## src/mrs_pkg.sv

```systemverilog
// Function
// - Station number is 1..63 from switches or 1..127 from software setting.
// - Software station number is used only when all six switches are off.
// - Line-rate codes: 1041=9600, 520=19200, 259=38400, 86=115200; default 520.
// - New station or line-rate settings apply only after save and restart; the code also applies them on the initialize action (save control 2).
// - Save control: 1 commits to storage, 2 initializes updated parameters.
// - Characters are 8 data bits, 1 stop bit, no parity, fixed.
// - Every frame carries a CRC that the receiver checks before acting.
// - A silence of at least 3.5 character times marks a frame boundary.
// - A gap over 1.5 characters inside a frame makes it incomplete; discard.
// - Transmitter sends all characters of a frame back to back.
// - Read reply: station, 03, byte count, register values high first, CRC.
// - A successful single write is answered with a reply frame.
// - Multiple write reply: station, 10, start address, quantity, CRC.
// - Drive objects are scattered holding registers, readable and writable; the code refuses writes to the status word with error 04.
// - Status word is readable at register 0x3200.
// - Control word is writable at register 0x3100.
// - Failed request reply: station, function plus 0x80, error code, CRC.
// - Errors: 01 function, 02 address, 03 data or count, 04 write refused.
package mrs_pkg;
  // Clock and line timing
  localparam int CLK_HZ = 125_000_000;
  localparam int CHAR_BITS = 11;
  localparam int BAUD_9600 = 9600;
  localparam int BAUD_19200 = 19200;
  localparam int BAUD_38400 = 38400;
  localparam int BAUD_115200 = 115200;
  localparam logic [15:0] BIT_CYC_9600 = 16'(CLK_HZ / BAUD_9600);
  localparam logic [15:0] BIT_CYC_19200 = 16'(CLK_HZ / BAUD_19200);
  localparam logic [15:0] BIT_CYC_38400 = 16'(CLK_HZ / BAUD_38400);
  localparam logic [15:0] BIT_CYC_115200 = 16'(CLK_HZ / BAUD_115200);
  // Gaps in half-bit units: 1.5 and 3.5 characters
  localparam logic [7:0] GAP_BREAK_HALF = 8'(3 * CHAR_BITS);
  localparam logic [7:0] GAP_END_HALF = 8'(7 * CHAR_BITS);

  // Line-rate codes
  localparam logic [15:0] RATE_9600 = 16'h0411;
  localparam logic [15:0] RATE_19200 = 16'h0208;
  localparam logic [15:0] RATE_38400 = 16'h0103;
  localparam logic [15:0] RATE_115200 = 16'h0056;

  // Holding register addresses
  localparam logic [15:0] ADDR_STATION = 16'h0600;
  localparam logic [15:0] ADDR_LINE_RATE = 16'h2400;
  localparam logic [15:0] ADDR_SOFT_STATION = 16'h2800;
  localparam logic [15:0] ADDR_SAVE = 16'h2910;
  localparam logic [15:0] ADDR_CONTROL = 16'h3100;
  localparam logic [15:0] ADDR_STATUS = 16'h3200;

  // Reset values and station number limits
  localparam logic [7:0] STATION_RST = 8'h01;
  localparam logic [15:0] LINE_RATE_RST = 16'h0208;
  localparam logic [7:0] SOFT_STATION_RST = 8'h7f;
  localparam logic [7:0] SAVE_RST = 8'h01;
  localparam logic [15:0] CONTROL_RST = 16'h0000;
  localparam logic [15:0] STATION_MIN = 16'h0001;
  localparam logic [15:0] STATION_MAX = 16'h007f;

  // Save actions
  localparam logic [15:0] SAVE_STORE = 16'h0001;
  localparam logic [15:0] SAVE_INIT = 16'h0002;

  // Function and error codes
  localparam logic [7:0] FC_READ = 8'h03;
  localparam logic [7:0] FC_WRITE1 = 8'h06;
  localparam logic [7:0] FC_WRITEN = 8'h10;
  localparam logic [7:0] EXC_FLAG = 8'h80;
  localparam logic [7:0] ERR_FUNCTION = 8'h01;
  localparam logic [7:0] ERR_ADDRESS = 8'h02;
  localparam logic [7:0] ERR_DATA = 8'h03;
  localparam logic [7:0] ERR_WRITE = 8'h04;

  // CRC
  localparam logic [15:0] CRC_POLY = 16'ha001;
  localparam logic [15:0] CRC_INIT = 16'hffff;

  localparam int SW_WIDTH = 6;

  typedef struct packed {
    logic en;
    logic [15:0] addr;
    logic [15:0] data;
  } mrs_wr_t;

  typedef enum logic [2:0] {
    S_LOAD,
    S_RX,
    S_PARSE,
    S_CHECK,
    S_EXEC,
    S_TX
  } mrs_state_t;
endpackage

```

## src/mrs_crc16.sv

```systemverilog
`timescale 1ns/1ns
`default_nettype none
module mrs_crc16 import mrs_pkg::*; (
  input wire logic mclk,
  input wire logic rst_n,
  input wire logic clear,
  input wire logic enable,
  input wire logic [7:0] dataByte,
  output logic [15:0] crc
);
  logic [15:0] next_crc;

  // One byte through the reflected polynomial
  always_comb begin
    next_crc = crc ^ {8'h00, dataByte};
    for (int i = 0; i < 8; i++) begin
      next_crc = next_crc[0] ? ((next_crc >> 1) ^ CRC_POLY) : (next_crc >> 1);
    end
  end

  // Accumulator, restarts at all ones
  always_ff @(posedge mclk or negedge rst_n) begin
    if (!rst_n) begin
      crc <= CRC_INIT;
    end else if (clear) begin
      crc <= CRC_INIT;
    end else if (enable) begin
      crc <= next_crc;
    end
  end
endmodule
`default_nettype wire

```

## src/mrs_modbus_slave_port.sv

```systemverilog
`timescale 1ns/1ns
`default_nettype none
module mrs_modbus_slave_port import mrs_pkg::*; #(
  parameter int CLK_FREQ = CLK_HZ,
  parameter int MAX_READ_REGS = 125,
  parameter int MAX_WRITE_REGS = 8
) (
  input wire logic mclk,
  input wire logic rst_n,
  input wire logic rxPin,
  output logic txPin,
  output logic txEnable,
  input wire logic [SW_WIDTH-1:0] idSelectSwitches,
  input wire logic [15:0] deviceStatus,
  output logic [15:0] controlWord,
  output logic controlStrobe,
  output logic storeRequest,
  output logic initRequest,
  output logic [6:0] activeStation
);
  localparam int FRAME_MAX = 9 + 2 * MAX_WRITE_REGS;
  localparam int IW = $clog2(FRAME_MAX + 1);
  localparam logic [IW-1:0] FRAME_LAST = IW'(FRAME_MAX);
  // Bit times follow the clock actually fitted
  localparam logic [15:0] CYC_9600 = 16'(CLK_FREQ / BAUD_9600);
  localparam logic [15:0] CYC_19200 = 16'(CLK_FREQ / BAUD_19200);
  localparam logic [15:0] CYC_38400 = 16'(CLK_FREQ / BAUD_38400);
  localparam logic [15:0] CYC_115200 = 16'(CLK_FREQ / BAUD_115200);

  logic rxMeta;
  logic rxSync;
  logic [SW_WIDTH-1:0] swMeta;
  logic [SW_WIDTH-1:0] swSync;
  mrs_state_t state;
  logic loaded;
  logic [1:0] startCnt;
  logic initPending;
  logic [15:0] bitCyc;
  logic [7:0] stationNumber;
  logic [15:0] lineRate;
  logic [7:0] softStation;
  logic [7:0] saveControl;
  logic rxBusy;
  logic [15:0] rxCnt;
  logic [3:0] rxBit;
  logic [7:0] rxShift;
  logic byteValid;
  logic byteErr;
  logic [15:0] halfCnt;
  logic [7:0] gapHalf;
  logic [7:0] lastGap;
  logic [7:0] rxBuf [FRAME_MAX];
  logic [IW-1:0] rxLen;
  logic rxBad;
  logic [15:0] rxCrc;
  logic frameEnd;
  logic [7:0] opFc;
  logic [15:0] opAddr;
  logic [7:0] opCount;
  logic [7:0] opIdx;
  logic opLast;
  logic isErr;
  logic [7:0] errCode;
  logic [15:0] curAddr;
  logic [15:0] wordIn;
  logic [15:0] lookAddr;
  logic [16:0] lookWord;
  logic [7:0] rdOff;
  logic [7:0] bodyLen;
  logic [7:0] totalLen;
  logic [7:0] txIdx;
  logic [3:0] txBits;
  logic [15:0] txCnt;
  logic [8:0] txShift;
  logic [7:0] txByte;
  logic txLoad;
  logic txDone;
  logic [15:0] txCrc;
  mrs_wr_t wr;

  // Line-rate code to clock cycles per bit
  function automatic logic [15:0] bitCycles(input logic [15:0] code);
    case (code)
      RATE_9600: bitCycles = CYC_9600;
      RATE_38400: bitCycles = CYC_38400;
      RATE_115200: bitCycles = CYC_115200;
      default: bitCycles = CYC_19200;
    endcase
  endfunction

  // Holding register read map: hit flag and value
  function automatic logic [16:0] regRead(input logic [15:0] a);
    case (a)
      ADDR_STATION: regRead = {1'b1, 8'h00, stationNumber};
      ADDR_LINE_RATE: regRead = {1'b1, lineRate};
      ADDR_SOFT_STATION: regRead = {1'b1, 8'h00, softStation};
      ADDR_SAVE: regRead = {1'b1, 8'h00, saveControl};
      ADDR_CONTROL: regRead = {1'b1, controlWord};
      ADDR_STATUS: regRead = {1'b1, deviceStatus};
      default: regRead = 17'h00000;
    endcase
  endfunction

  // Whether a value may be written at an address
  function automatic logic writeOk(input logic [15:0] a, input logic [15:0] d);
    case (a)
      ADDR_STATION, ADDR_SOFT_STATION: writeOk = d >= STATION_MIN && d <= STATION_MAX;
      ADDR_LINE_RATE: writeOk = d == RATE_9600 || d == RATE_19200
                                || d == RATE_38400 || d == RATE_115200;
      ADDR_SAVE: writeOk = d == SAVE_STORE || d == SAVE_INIT;
      ADDR_CONTROL: writeOk = 1'b1;
      default: writeOk = 1'b0; // Status word is read only
    endcase
  endfunction

  // Two-stage synchronisers for the pins
  always_ff @(posedge mclk or negedge rst_n) begin
    if (!rst_n) begin
      rxMeta <= 1'b1;
      rxSync <= 1'b1;
      swMeta <= '0;
      swSync <= '0;
    end else begin
      rxMeta <= rxPin;
      rxSync <= rxMeta;
      swMeta <= idSelectSwitches;
      swSync <= swMeta;
    end
  end

  // Settings take effect only at restart or on the initialize action
  always_ff @(posedge mclk or negedge rst_n) begin
    if (!rst_n) begin
      loaded <= 1'b0;
      startCnt <= 2'h0;
      initPending <= 1'b0;
      activeStation <= 7'h01;
      bitCyc <= CYC_19200;
    end else begin
      if (!loaded) begin
        if (startCnt == 2'h3) begin
          loaded <= 1'b1;
          activeStation <= (swSync != '0) ? {1'b0, swSync} : softStation[6:0];
          bitCyc <= bitCycles(lineRate);
        end else begin
          startCnt <= startCnt + 2'h1;
        end
      end else if (initPending && state == S_RX) begin
        loaded <= 1'b0;
        startCnt <= 2'h0;
        initPending <= 1'b0;
      end
      if (wr.en && wr.addr == ADDR_SAVE && wr.data == SAVE_INIT) begin
        initPending <= 1'b1;
      end
    end
  end

  // Character receiver, 8N1, sampled mid-bit
  always_ff @(posedge mclk or negedge rst_n) begin
    if (!rst_n) begin
      rxBusy <= 1'b0;
      rxCnt <= 16'h0000;
      rxBit <= 4'h0;
      rxShift <= 8'h00;
      byteValid <= 1'b0;
      byteErr <= 1'b0;
    end else begin
      byteValid <= 1'b0;
      byteErr <= 1'b0;
      if (!rxBusy) begin
        if (loaded && !rxSync) begin
          rxBusy <= 1'b1;
          rxCnt <= {1'b0, bitCyc[15:1]};
          rxBit <= 4'h0;
        end
      end else if (rxCnt != 16'h0000) begin
        rxCnt <= rxCnt - 16'h0001;
      end else begin
        rxCnt <= bitCyc - 16'h0001;
        rxBit <= rxBit + 4'h1;
        if (rxBit == 4'h0 && rxSync) begin
          rxBusy <= 1'b0; // Start bit was a glitch
        end else if (rxBit == 4'h9) begin
          rxBusy <= 1'b0;
          byteValid <= rxSync;
          byteErr <= !rxSync;
        end else if (rxBit != 4'h0) begin
          rxShift <= {rxSync, rxShift[7:1]};
        end
      end
    end
  end

  // Line silence in half-bit units, gap latched at each start bit
  always_ff @(posedge mclk or negedge rst_n) begin
    if (!rst_n) begin
      halfCnt <= 16'h0000;
      gapHalf <= 8'h00;
      lastGap <= 8'h00;
    end else begin
      if (!rxBusy && loaded && !rxSync) begin
        lastGap <= gapHalf;
      end
      if (rxBusy || !loaded) begin
        halfCnt <= 16'h0000;
        gapHalf <= 8'h00;
      end else if (halfCnt >= {1'b0, bitCyc[15:1]} - 16'h0001) begin
        halfCnt <= 16'h0000;
        if (gapHalf != 8'hff) begin
          gapHalf <= gapHalf + 8'h01;
        end
      end else begin
        halfCnt <= halfCnt + 16'h0001;
      end
    end
  end

  assign frameEnd = (rxLen != '0 || rxBad) && !rxBusy && gapHalf >= GAP_END_HALF;

  // Frame length and soundness
  always_ff @(posedge mclk or negedge rst_n) begin
    if (!rst_n) begin
      rxLen <= '0;
      rxBad <= 1'b0;
    end else if (state == S_PARSE || !loaded) begin
      rxLen <= '0;
      rxBad <= 1'b0;
    end else if (state == S_RX && (byteValid || byteErr)) begin
      if (byteErr || rxLen == FRAME_LAST) begin
        rxBad <= 1'b1;
      end
      if (rxLen != '0 && lastGap > GAP_BREAK_HALF) begin
        rxBad <= 1'b1;
      end
      if (byteValid && rxLen != FRAME_LAST) begin
        rxLen <= rxLen + 1'b1;
      end
    end
  end

  // Frame byte store
  always_ff @(posedge mclk) begin
    if (state == S_RX && byteValid && rxLen != FRAME_LAST) begin
      rxBuf[rxLen] <= rxShift;
    end
  end

  // Receive CRC over the whole frame, residue zero when good
  mrs_crc16 uRxCrc (
    .mclk(mclk),
    .rst_n(rst_n),
    .clear(state == S_PARSE || !loaded),
    .enable(state == S_RX && byteValid),
    .dataByte(rxShift),
    .crc(rxCrc)
  );

  // Word addressing for check, write and reply
  assign curAddr = opAddr + {8'h00, opIdx};
  assign opLast = opIdx == opCount - 8'h01;
  assign wordIn = (opFc == FC_WRITE1) ? {rxBuf[4], rxBuf[5]}
                  : {rxBuf[IW'(7 + 2 * opIdx)], rxBuf[IW'(8 + 2 * opIdx)]};
  assign rdOff = txIdx - 8'h03;
  assign lookAddr = (state == S_TX) ? opAddr + {9'h000, rdOff[7:1]} : curAddr;
  assign lookWord = regRead(lookAddr);

  // Request decode, address check and write sequencing
  always_ff @(posedge mclk or negedge rst_n) begin
    if (!rst_n) begin
      state <= S_LOAD;
      opFc <= 8'h00;
      opAddr <= 16'h0000;
      opCount <= 8'h00;
      opIdx <= 8'h00;
      isErr <= 1'b0;
      errCode <= 8'h00;
    end else begin
      unique case (state)
        S_LOAD: begin
          if (loaded) begin
            state <= S_RX;
          end
        end
        S_RX: begin
          if (!loaded) begin
            state <= S_LOAD;
          end else if (frameEnd) begin
            state <= S_PARSE;
          end
        end
        S_PARSE: begin
          isErr <= 1'b0;
          opIdx <= 8'h00;
          opFc <= rxBuf[1];
          opAddr <= {rxBuf[2], rxBuf[3]};
          opCount <= rxBuf[5];
          if (rxBad || rxLen < IW'(4) || rxCrc != 16'h0000
              || rxBuf[0] != {1'b0, activeStation}) begin
            state <= S_RX;
          end else begin
            state <= S_CHECK;
            case (rxBuf[1])
              FC_READ: begin
                if (rxLen != IW'(8) || rxBuf[4] != 8'h00 || rxBuf[5] == 8'h00
                    || rxBuf[5] > 8'(MAX_READ_REGS)) begin
                  isErr <= 1'b1;
                  errCode <= ERR_DATA;
                  state <= S_TX;
                end
              end
              FC_WRITE1: begin
                opCount <= 8'h01;
                if (rxLen != IW'(8)) begin
                  isErr <= 1'b1;
                  errCode <= ERR_DATA;
                  state <= S_TX;
                end
              end
              FC_WRITEN: begin
                if (rxBuf[4] != 8'h00 || rxBuf[5] == 8'h00
                    || rxBuf[5] > 8'(MAX_WRITE_REGS)
                    || rxBuf[6] != {rxBuf[5][6:0], 1'b0}
                    || 8'(rxLen) != 8'h09 + rxBuf[6]) begin
                  isErr <= 1'b1;
                  errCode <= ERR_DATA;
                  state <= S_TX;
                end
              end
              default: begin
                isErr <= 1'b1;
                errCode <= ERR_FUNCTION;
                state <= S_TX;
              end
            endcase
          end
        end
        S_CHECK: begin
          if (!lookWord[16]) begin
            isErr <= 1'b1;
            errCode <= ERR_ADDRESS;
            state <= S_TX;
          end else if (opFc != FC_READ && !writeOk(curAddr, wordIn)) begin
            isErr <= 1'b1;
            errCode <= ERR_WRITE;
            state <= S_TX;
          end else if (opLast) begin
            opIdx <= 8'h00;
            state <= (opFc == FC_READ) ? S_TX : S_EXEC;
          end else begin
            opIdx <= opIdx + 8'h01;
          end
        end
        S_EXEC: begin
          if (opLast) begin
            state <= S_TX;
          end else begin
            opIdx <= opIdx + 8'h01;
          end
        end
        S_TX: begin
          if (txDone) begin
            state <= S_RX;
          end
        end
      endcase
    end
  end

  // Write port into the holding registers, only after the whole check passed
  always_comb begin
    wr.en = state == S_EXEC;
    wr.addr = curAddr;
    wr.data = wordIn;
  end

  // Holding registers and action pulses
  always_ff @(posedge mclk or negedge rst_n) begin
    if (!rst_n) begin
      stationNumber <= STATION_RST;
      lineRate <= LINE_RATE_RST;
      softStation <= SOFT_STATION_RST;
      saveControl <= SAVE_RST;
      controlWord <= CONTROL_RST;
      controlStrobe <= 1'b0;
      storeRequest <= 1'b0;
      initRequest <= 1'b0;
    end else begin
      controlStrobe <= 1'b0;
      storeRequest <= 1'b0;
      initRequest <= 1'b0;
      if (wr.en) begin
        case (wr.addr)
          ADDR_STATION: stationNumber <= wr.data[7:0];
          ADDR_LINE_RATE: lineRate <= wr.data;
          ADDR_SOFT_STATION: softStation <= wr.data[7:0];
          ADDR_SAVE: begin
            saveControl <= wr.data[7:0];
            storeRequest <= wr.data == SAVE_STORE;
            initRequest <= wr.data == SAVE_INIT;
          end
          ADDR_CONTROL: begin
            controlWord <= wr.data;
            controlStrobe <= 1'b1;
          end
          default: begin
          end
        endcase
      end
    end
  end

  // Reply layout: normal, echo or exception
  assign bodyLen = isErr ? 8'h03 : (opFc == FC_READ) ? 8'h03 + {opCount[6:0], 1'b0} : 8'h06;
  assign totalLen = bodyLen + 8'h02;

  always_comb begin
    if (txIdx == bodyLen) begin
      txByte = txCrc[7:0];
    end else if (txIdx == bodyLen + 8'h01) begin
      txByte = txCrc[15:8];
    end else if (txIdx == 8'h00) begin
      txByte = {1'b0, activeStation};
    end else if (txIdx == 8'h01) begin
      txByte = isErr ? (opFc | EXC_FLAG) : opFc;
    end else if (txIdx == 8'h02) begin
      txByte = isErr ? errCode : (opFc == FC_READ) ? {opCount[6:0], 1'b0} : rxBuf[2];
    end else if (opFc == FC_READ) begin
      txByte = rdOff[0] ? lookWord[7:0] : lookWord[15:8];
    end else begin
      txByte = rxBuf[IW'(txIdx)];
    end
  end

  assign txLoad = state == S_TX && txBits == 4'h0 && txIdx != totalLen;
  assign txDone = txIdx == totalLen && txBits == 4'h0;

  // Transmit CRC over the reply body
  mrs_crc16 uTxCrc (
    .mclk(mclk),
    .rst_n(rst_n),
    .clear(state != S_TX),
    .enable(txLoad && txIdx < bodyLen),
    .dataByte(txByte),
    .crc(txCrc)
  );

  // Character transmitter, next byte loaded as soon as the stop bit ends
  always_ff @(posedge mclk or negedge rst_n) begin
    if (!rst_n) begin
      txIdx <= 8'h00;
      txBits <= 4'h0;
      txCnt <= 16'h0000;
      txShift <= 9'h1ff;
      txPin <= 1'b1;
      txEnable <= 1'b0;
    end else begin
      txEnable <= state == S_TX;
      if (state != S_TX) begin
        txIdx <= 8'h00;
      end else if (txLoad) begin
        txIdx <= txIdx + 8'h01;
        txShift <= {1'b1, txByte};
        txPin <= 1'b0;
        txBits <= 4'ha;
        txCnt <= bitCyc - 16'h0001;
      end
      if (txBits != 4'h0) begin
        if (txCnt != 16'h0000) begin
          txCnt <= txCnt - 16'h0001;
        end else begin
          txCnt <= bitCyc - 16'h0001;
          txPin <= txShift[0];
          txShift <= {1'b1, txShift[8:1]};
          txBits <= txBits - 4'h1;
        end
      end
    end
  end
endmodule
`default_nettype wire

```

## config.mk

```make
export PLATFORM = sky130hd
export DESIGN_NAME = mrs_modbus_slave_port
export DESIGN_NICKNAME = d
export VERILOG_FILES = /design/src/mrs_pkg.sv /design/src/mrs_crc16.sv /design/src/mrs_modbus_slave_port.sv
export SDC_FILE = /design/constraint.sdc
export NUM_CORES = 1
export LEC_CHECK = 0
export BUFFER_PORTS_ARGS = -buffer_cell sky130_fd_sc_hd__buf_4
export CORE_ASPECT_RATIO = 0.5
export CORE_MARGIN = 3
export CORE_UTILIZATION = 50
export DETAILED_ROUTE_END_ITERATION = 12
export PLACE_DENSITY_LB_ADDON = 0.1
export SYNTH_ARGS = -nofsm -noshare
export SYNTH_HDL_FRONTEND = slang
export SYNTH_SLANG_ARGS = --single-unit
export TNS_END_PERCENT = 5
```

## constraint.sdc

```tcl
create_clock -name mclk -period 19 [get_ports mclk]
set_clock_uncertainty 0.2 [all_clocks]
set_input_delay 2.85 -clock mclk [delete_from_list [all_inputs] [get_ports mclk]]
set_output_delay 2.85 -clock mclk [all_outputs]
set_load 0.02 [all_outputs]
```

==> metrics.md <==
| Metric | Value |
|---|---|
| Number of library cell types mapped by synthesis | 123 |
| Maximum VDD drop | 71.9 µV |
| Yosys warns | 0 |
| Worst setup startpoint | txIdx[0] |
| Setup CP Type | flop to flop |
| Required @ worst endpoint | 19320 ps |
| Worst Path Arrival | 7370 ps |
| Final TNS setup | 0 ps |
| Reg2Reg Depth | 20 |
| TritonRoute pass-1 iters | 5 |
| Top Ports | 53 |
| Tcrit/Tclk final | 0.371 |
| Via count | 22800 |
| Initial antenna violation count | 3 |
| I/O Buffers | 52 |
| WHS Path Cells | 0 |
| Die extent in x | 356 µm |
| WHS | 149 ps |
| Final setup fails | 0 |
| WL final | 97.2 mm |
| Most common cell after layout, fill and taps aside | nand2_1 |
| Diodes inserted | 0 |
| Int Power | 1.81 mW |
| Vias in the first global route | 21400 |
| Synthesized area | 30500 µm² |
| Initial Utilization | 0.511 |
| Leak | 12.8 nW |
| Vias/cell | 6.49 |
| R2R Path Start | txIdx[0] |
| Mapped Avg Cell Area | 11.5 µm² |
| Share of cells above drive strength 1 | 0.191 |
| Core box area | 59800 µm² |
| Cts repair resizes | 0 |
| Routed WL per cell | 27.6 µm |
| # DRC | 0 |
| Detail Route Antenna Nets | 0 |
| Switching part of the total | 0.230 |
| Num CTS Buffers | 50 |
| Slew Limit Headroom | 0.157 |
| Final Util | 0.558 |
| Placed Cells incl. Taps | 3424 |
| Hold Buf Count CTS | 0 |
| Die Area | 64300 µm² |
| Final hold vios | 0 |
| Status | completed |
| Sequential share of the synthesized area | 0.483 |
| Grt ovf | 0 |
| Layout Nets | 2759 |
| Clk sinks | 535 |
| Yosys reg bits | 535 |
| Final min period | 7040 ps |
| Clock latency on the worst-skew pair | 620 ps |
| Post-CTS Setup Bufs | 0 |
| Longest Clk Path Bufs | 3 |
| HPWL after DPL | 70.5 mm |
| EDFF count, synth | 256 |
| Placer Congestion | 0.951 |
| CTS Root Buffer Type | clkbuf_16 |
| Final slew viol count | 0 |
| Max_cap viols | 0 |
| Critical Path Start Type | flop |
| Clock-pin slew on the worst setup and hold paths | 60 ps |
| Ys async rst share | 0.521 |
| RSZ-0062 raised after global routing | false |
| Clock power share | 0.438 |
| Synth Instances | 2649 |
| H-tree levels | 2 |
| Hold path startpoint | swMeta[0] |
| Net switching power | 0.540 mW |
| First-pass GRT wire length | 145 mm |
| Layout Cells excl Fill | 3518 |
| Peak Freq | 0.142 GHz |
| Detailed Route Iter0 Violations | 2890 |
| Worst-path fanout max | 46 |
| Commonest non-fill, non-tap cells in the layout | nand2_1 (299), edfxtp_1 (256), dfrtp_1 (215), o21ai_0 (181), nor2_1 (174) |
| FP Rows | 63 |
| Sequential share of power | 0.528 |
| Critical Path Sink Type | flop |
| Largest net degree at the start of global routing | 133 |
| Power Dens Cells | 70.4 nW/µm² |
| Hold WC Path Type | flop to flop |
| Final Power | 2.35 mW |
| CTS tree | built |
| DIE HEIGHT | 181 µm |
| Top_reg_cell synth | edfxtp_1 |
| All-Layer GR Usage | 0.301 |
| Combinational power share | 0.034 |
| P&R area growth vs syn | 9.33% |
| Worst slew pin tran | 1230 ps |
## final timing paths
kind,slack [ps],to
min in group asynchronous,2050,txEnable
worst max register to register,11960,uTxCrc.crc[0]
worst max-delay path,11960,uTxCrc.crc[0]
worst min register to register,150,swSync[0]
worst min-delay path,150,swSync[0]
max in group asynchronous,14480,lastGap[7]
## layer usage
metal / part of all wire / track usage
met1: 0.45 / 0.461
met2: 0.42 / 0.433
met3: 0.10 / 0.0720
met4: 0.027 / 0.0731
met5: 0.00027 / 0
## registers in the layout (all words and copies together) (netlist names), 16 cells and up
signal / count
rxBuf: 256
controlWord: 16
halfCnt: 16
lineRate: 16
opAddr: 16
rxCnt: 16
txCnt: 16
uRxCrc.crc: 16
uTxCrc.crc: 16
## metrics by stage
stage	cell area [µm²]	worst slack, ps
floorplan	30600	12390
global placement	31800	12120
detailed placement	31800	12010
global route	33400	11420
CTS	33400	11990
finish	33400	11960
## logic make-up (layout without fill, tap and decap cells)
logic type | count (synthesis) | in the layout | share of synthesized area
buffers and inverters | 225 | 273 | 0.0329
other | 1 | 10 | 0.000123
multiplexers | 231 | 231 | 0.142
adder cells (fa/ha/maj) | 70 | 70 | 0.0292
AO/OA/AOI/OAI | 598 | 598 | 0.132
XOR/XNOR | 142 | 142 | 0.0430
flip-flops | 535 | 535 | 0.483
AND/OR/NAND/NOR | 847 | 847 | 0.138
## worst max-delay path, cell delays in order, from the launching register on
cell	delay [ps]
dfrtp_4	890
inv_1	350
ha_1	410
ha_1	170
inv_1	50
fa_1	400
nand3b_1	280
a21o_1	290
a221oi_2	310
o22a_1	480
a21boi_1	770
o21a_2	320
nor4b_2	110
a2111o_1	450
and3_4	200
nor3_4	200
xnor2_2	170
xnor3_1	440
nand2_1	140
o22ai_2	80
a221oi_2	220
## power by group through the flow
| stage | clock (mW) | sequential, mW | combinational [mW] |
|---|---|---|---|
| 2_1_floorplan | 0 | 1.26 | 0.0504 |
| 3_3_place_gp | 0 | 1.26 | 0.0799 |
| 3_5_place_dp | 0 | 1.26 | 0.0808 |
| 4_1_cts | 1.05 | 1.24 | 0.0810 |
| 5_1_grt | 1.10 | 1.24 | 0.0921 |
| 6_report | 1.03 | 1.24 | 0.0803 |
## cell usage after synthesis (9+ instances only)
cell type,count,area (µm²)
or4_1,12,90.1
nand2b_1,36,225
a211oi_1,16,120
xor2_1,56,490
nand2_1,299,1120
a22o_1,20,175
mux2i_1,38,380
o31ai_1,9,67.6
a21o_1,27,203
mux2_2,33,372
dfstp_2,61,1600
mux4_2,159,3580
nand4_1,26,163
clkbuf_1,91,342
nor4_1,31,194
or3_1,26,163
xnor2_1,80,701
inv_1,71,267
ha_1,68,851
nor2_1,175,657
a31oi_1,13,81.3
o22ai_1,18,113
edfxtp_1,256,7690
and2_1,11,68.8
nor2b_1,16,100
dfrtp_1,218,5460
nor3_1,73,365
nor3b_1,11,82.6
buf_2,29,145
nand3_1,52,260
o211ai_1,52,390
buf_6,13,146
o21a_1,10,75.1
a21oi_1,125,626
and3_1,19,119
buf_1,13,48.8
o21ai_0,182,911
## layout make-up
class,instances,area [µm²]
clock inverters,27,273
well taps,812,1020
flip-flops and latches,535,14800
repair buffers,108,831
clock buffers,67,1370
inverters,71,267
multi-input cells,1898,14900
fillers,5050,26400
Power figures use the tool's default switching activity.
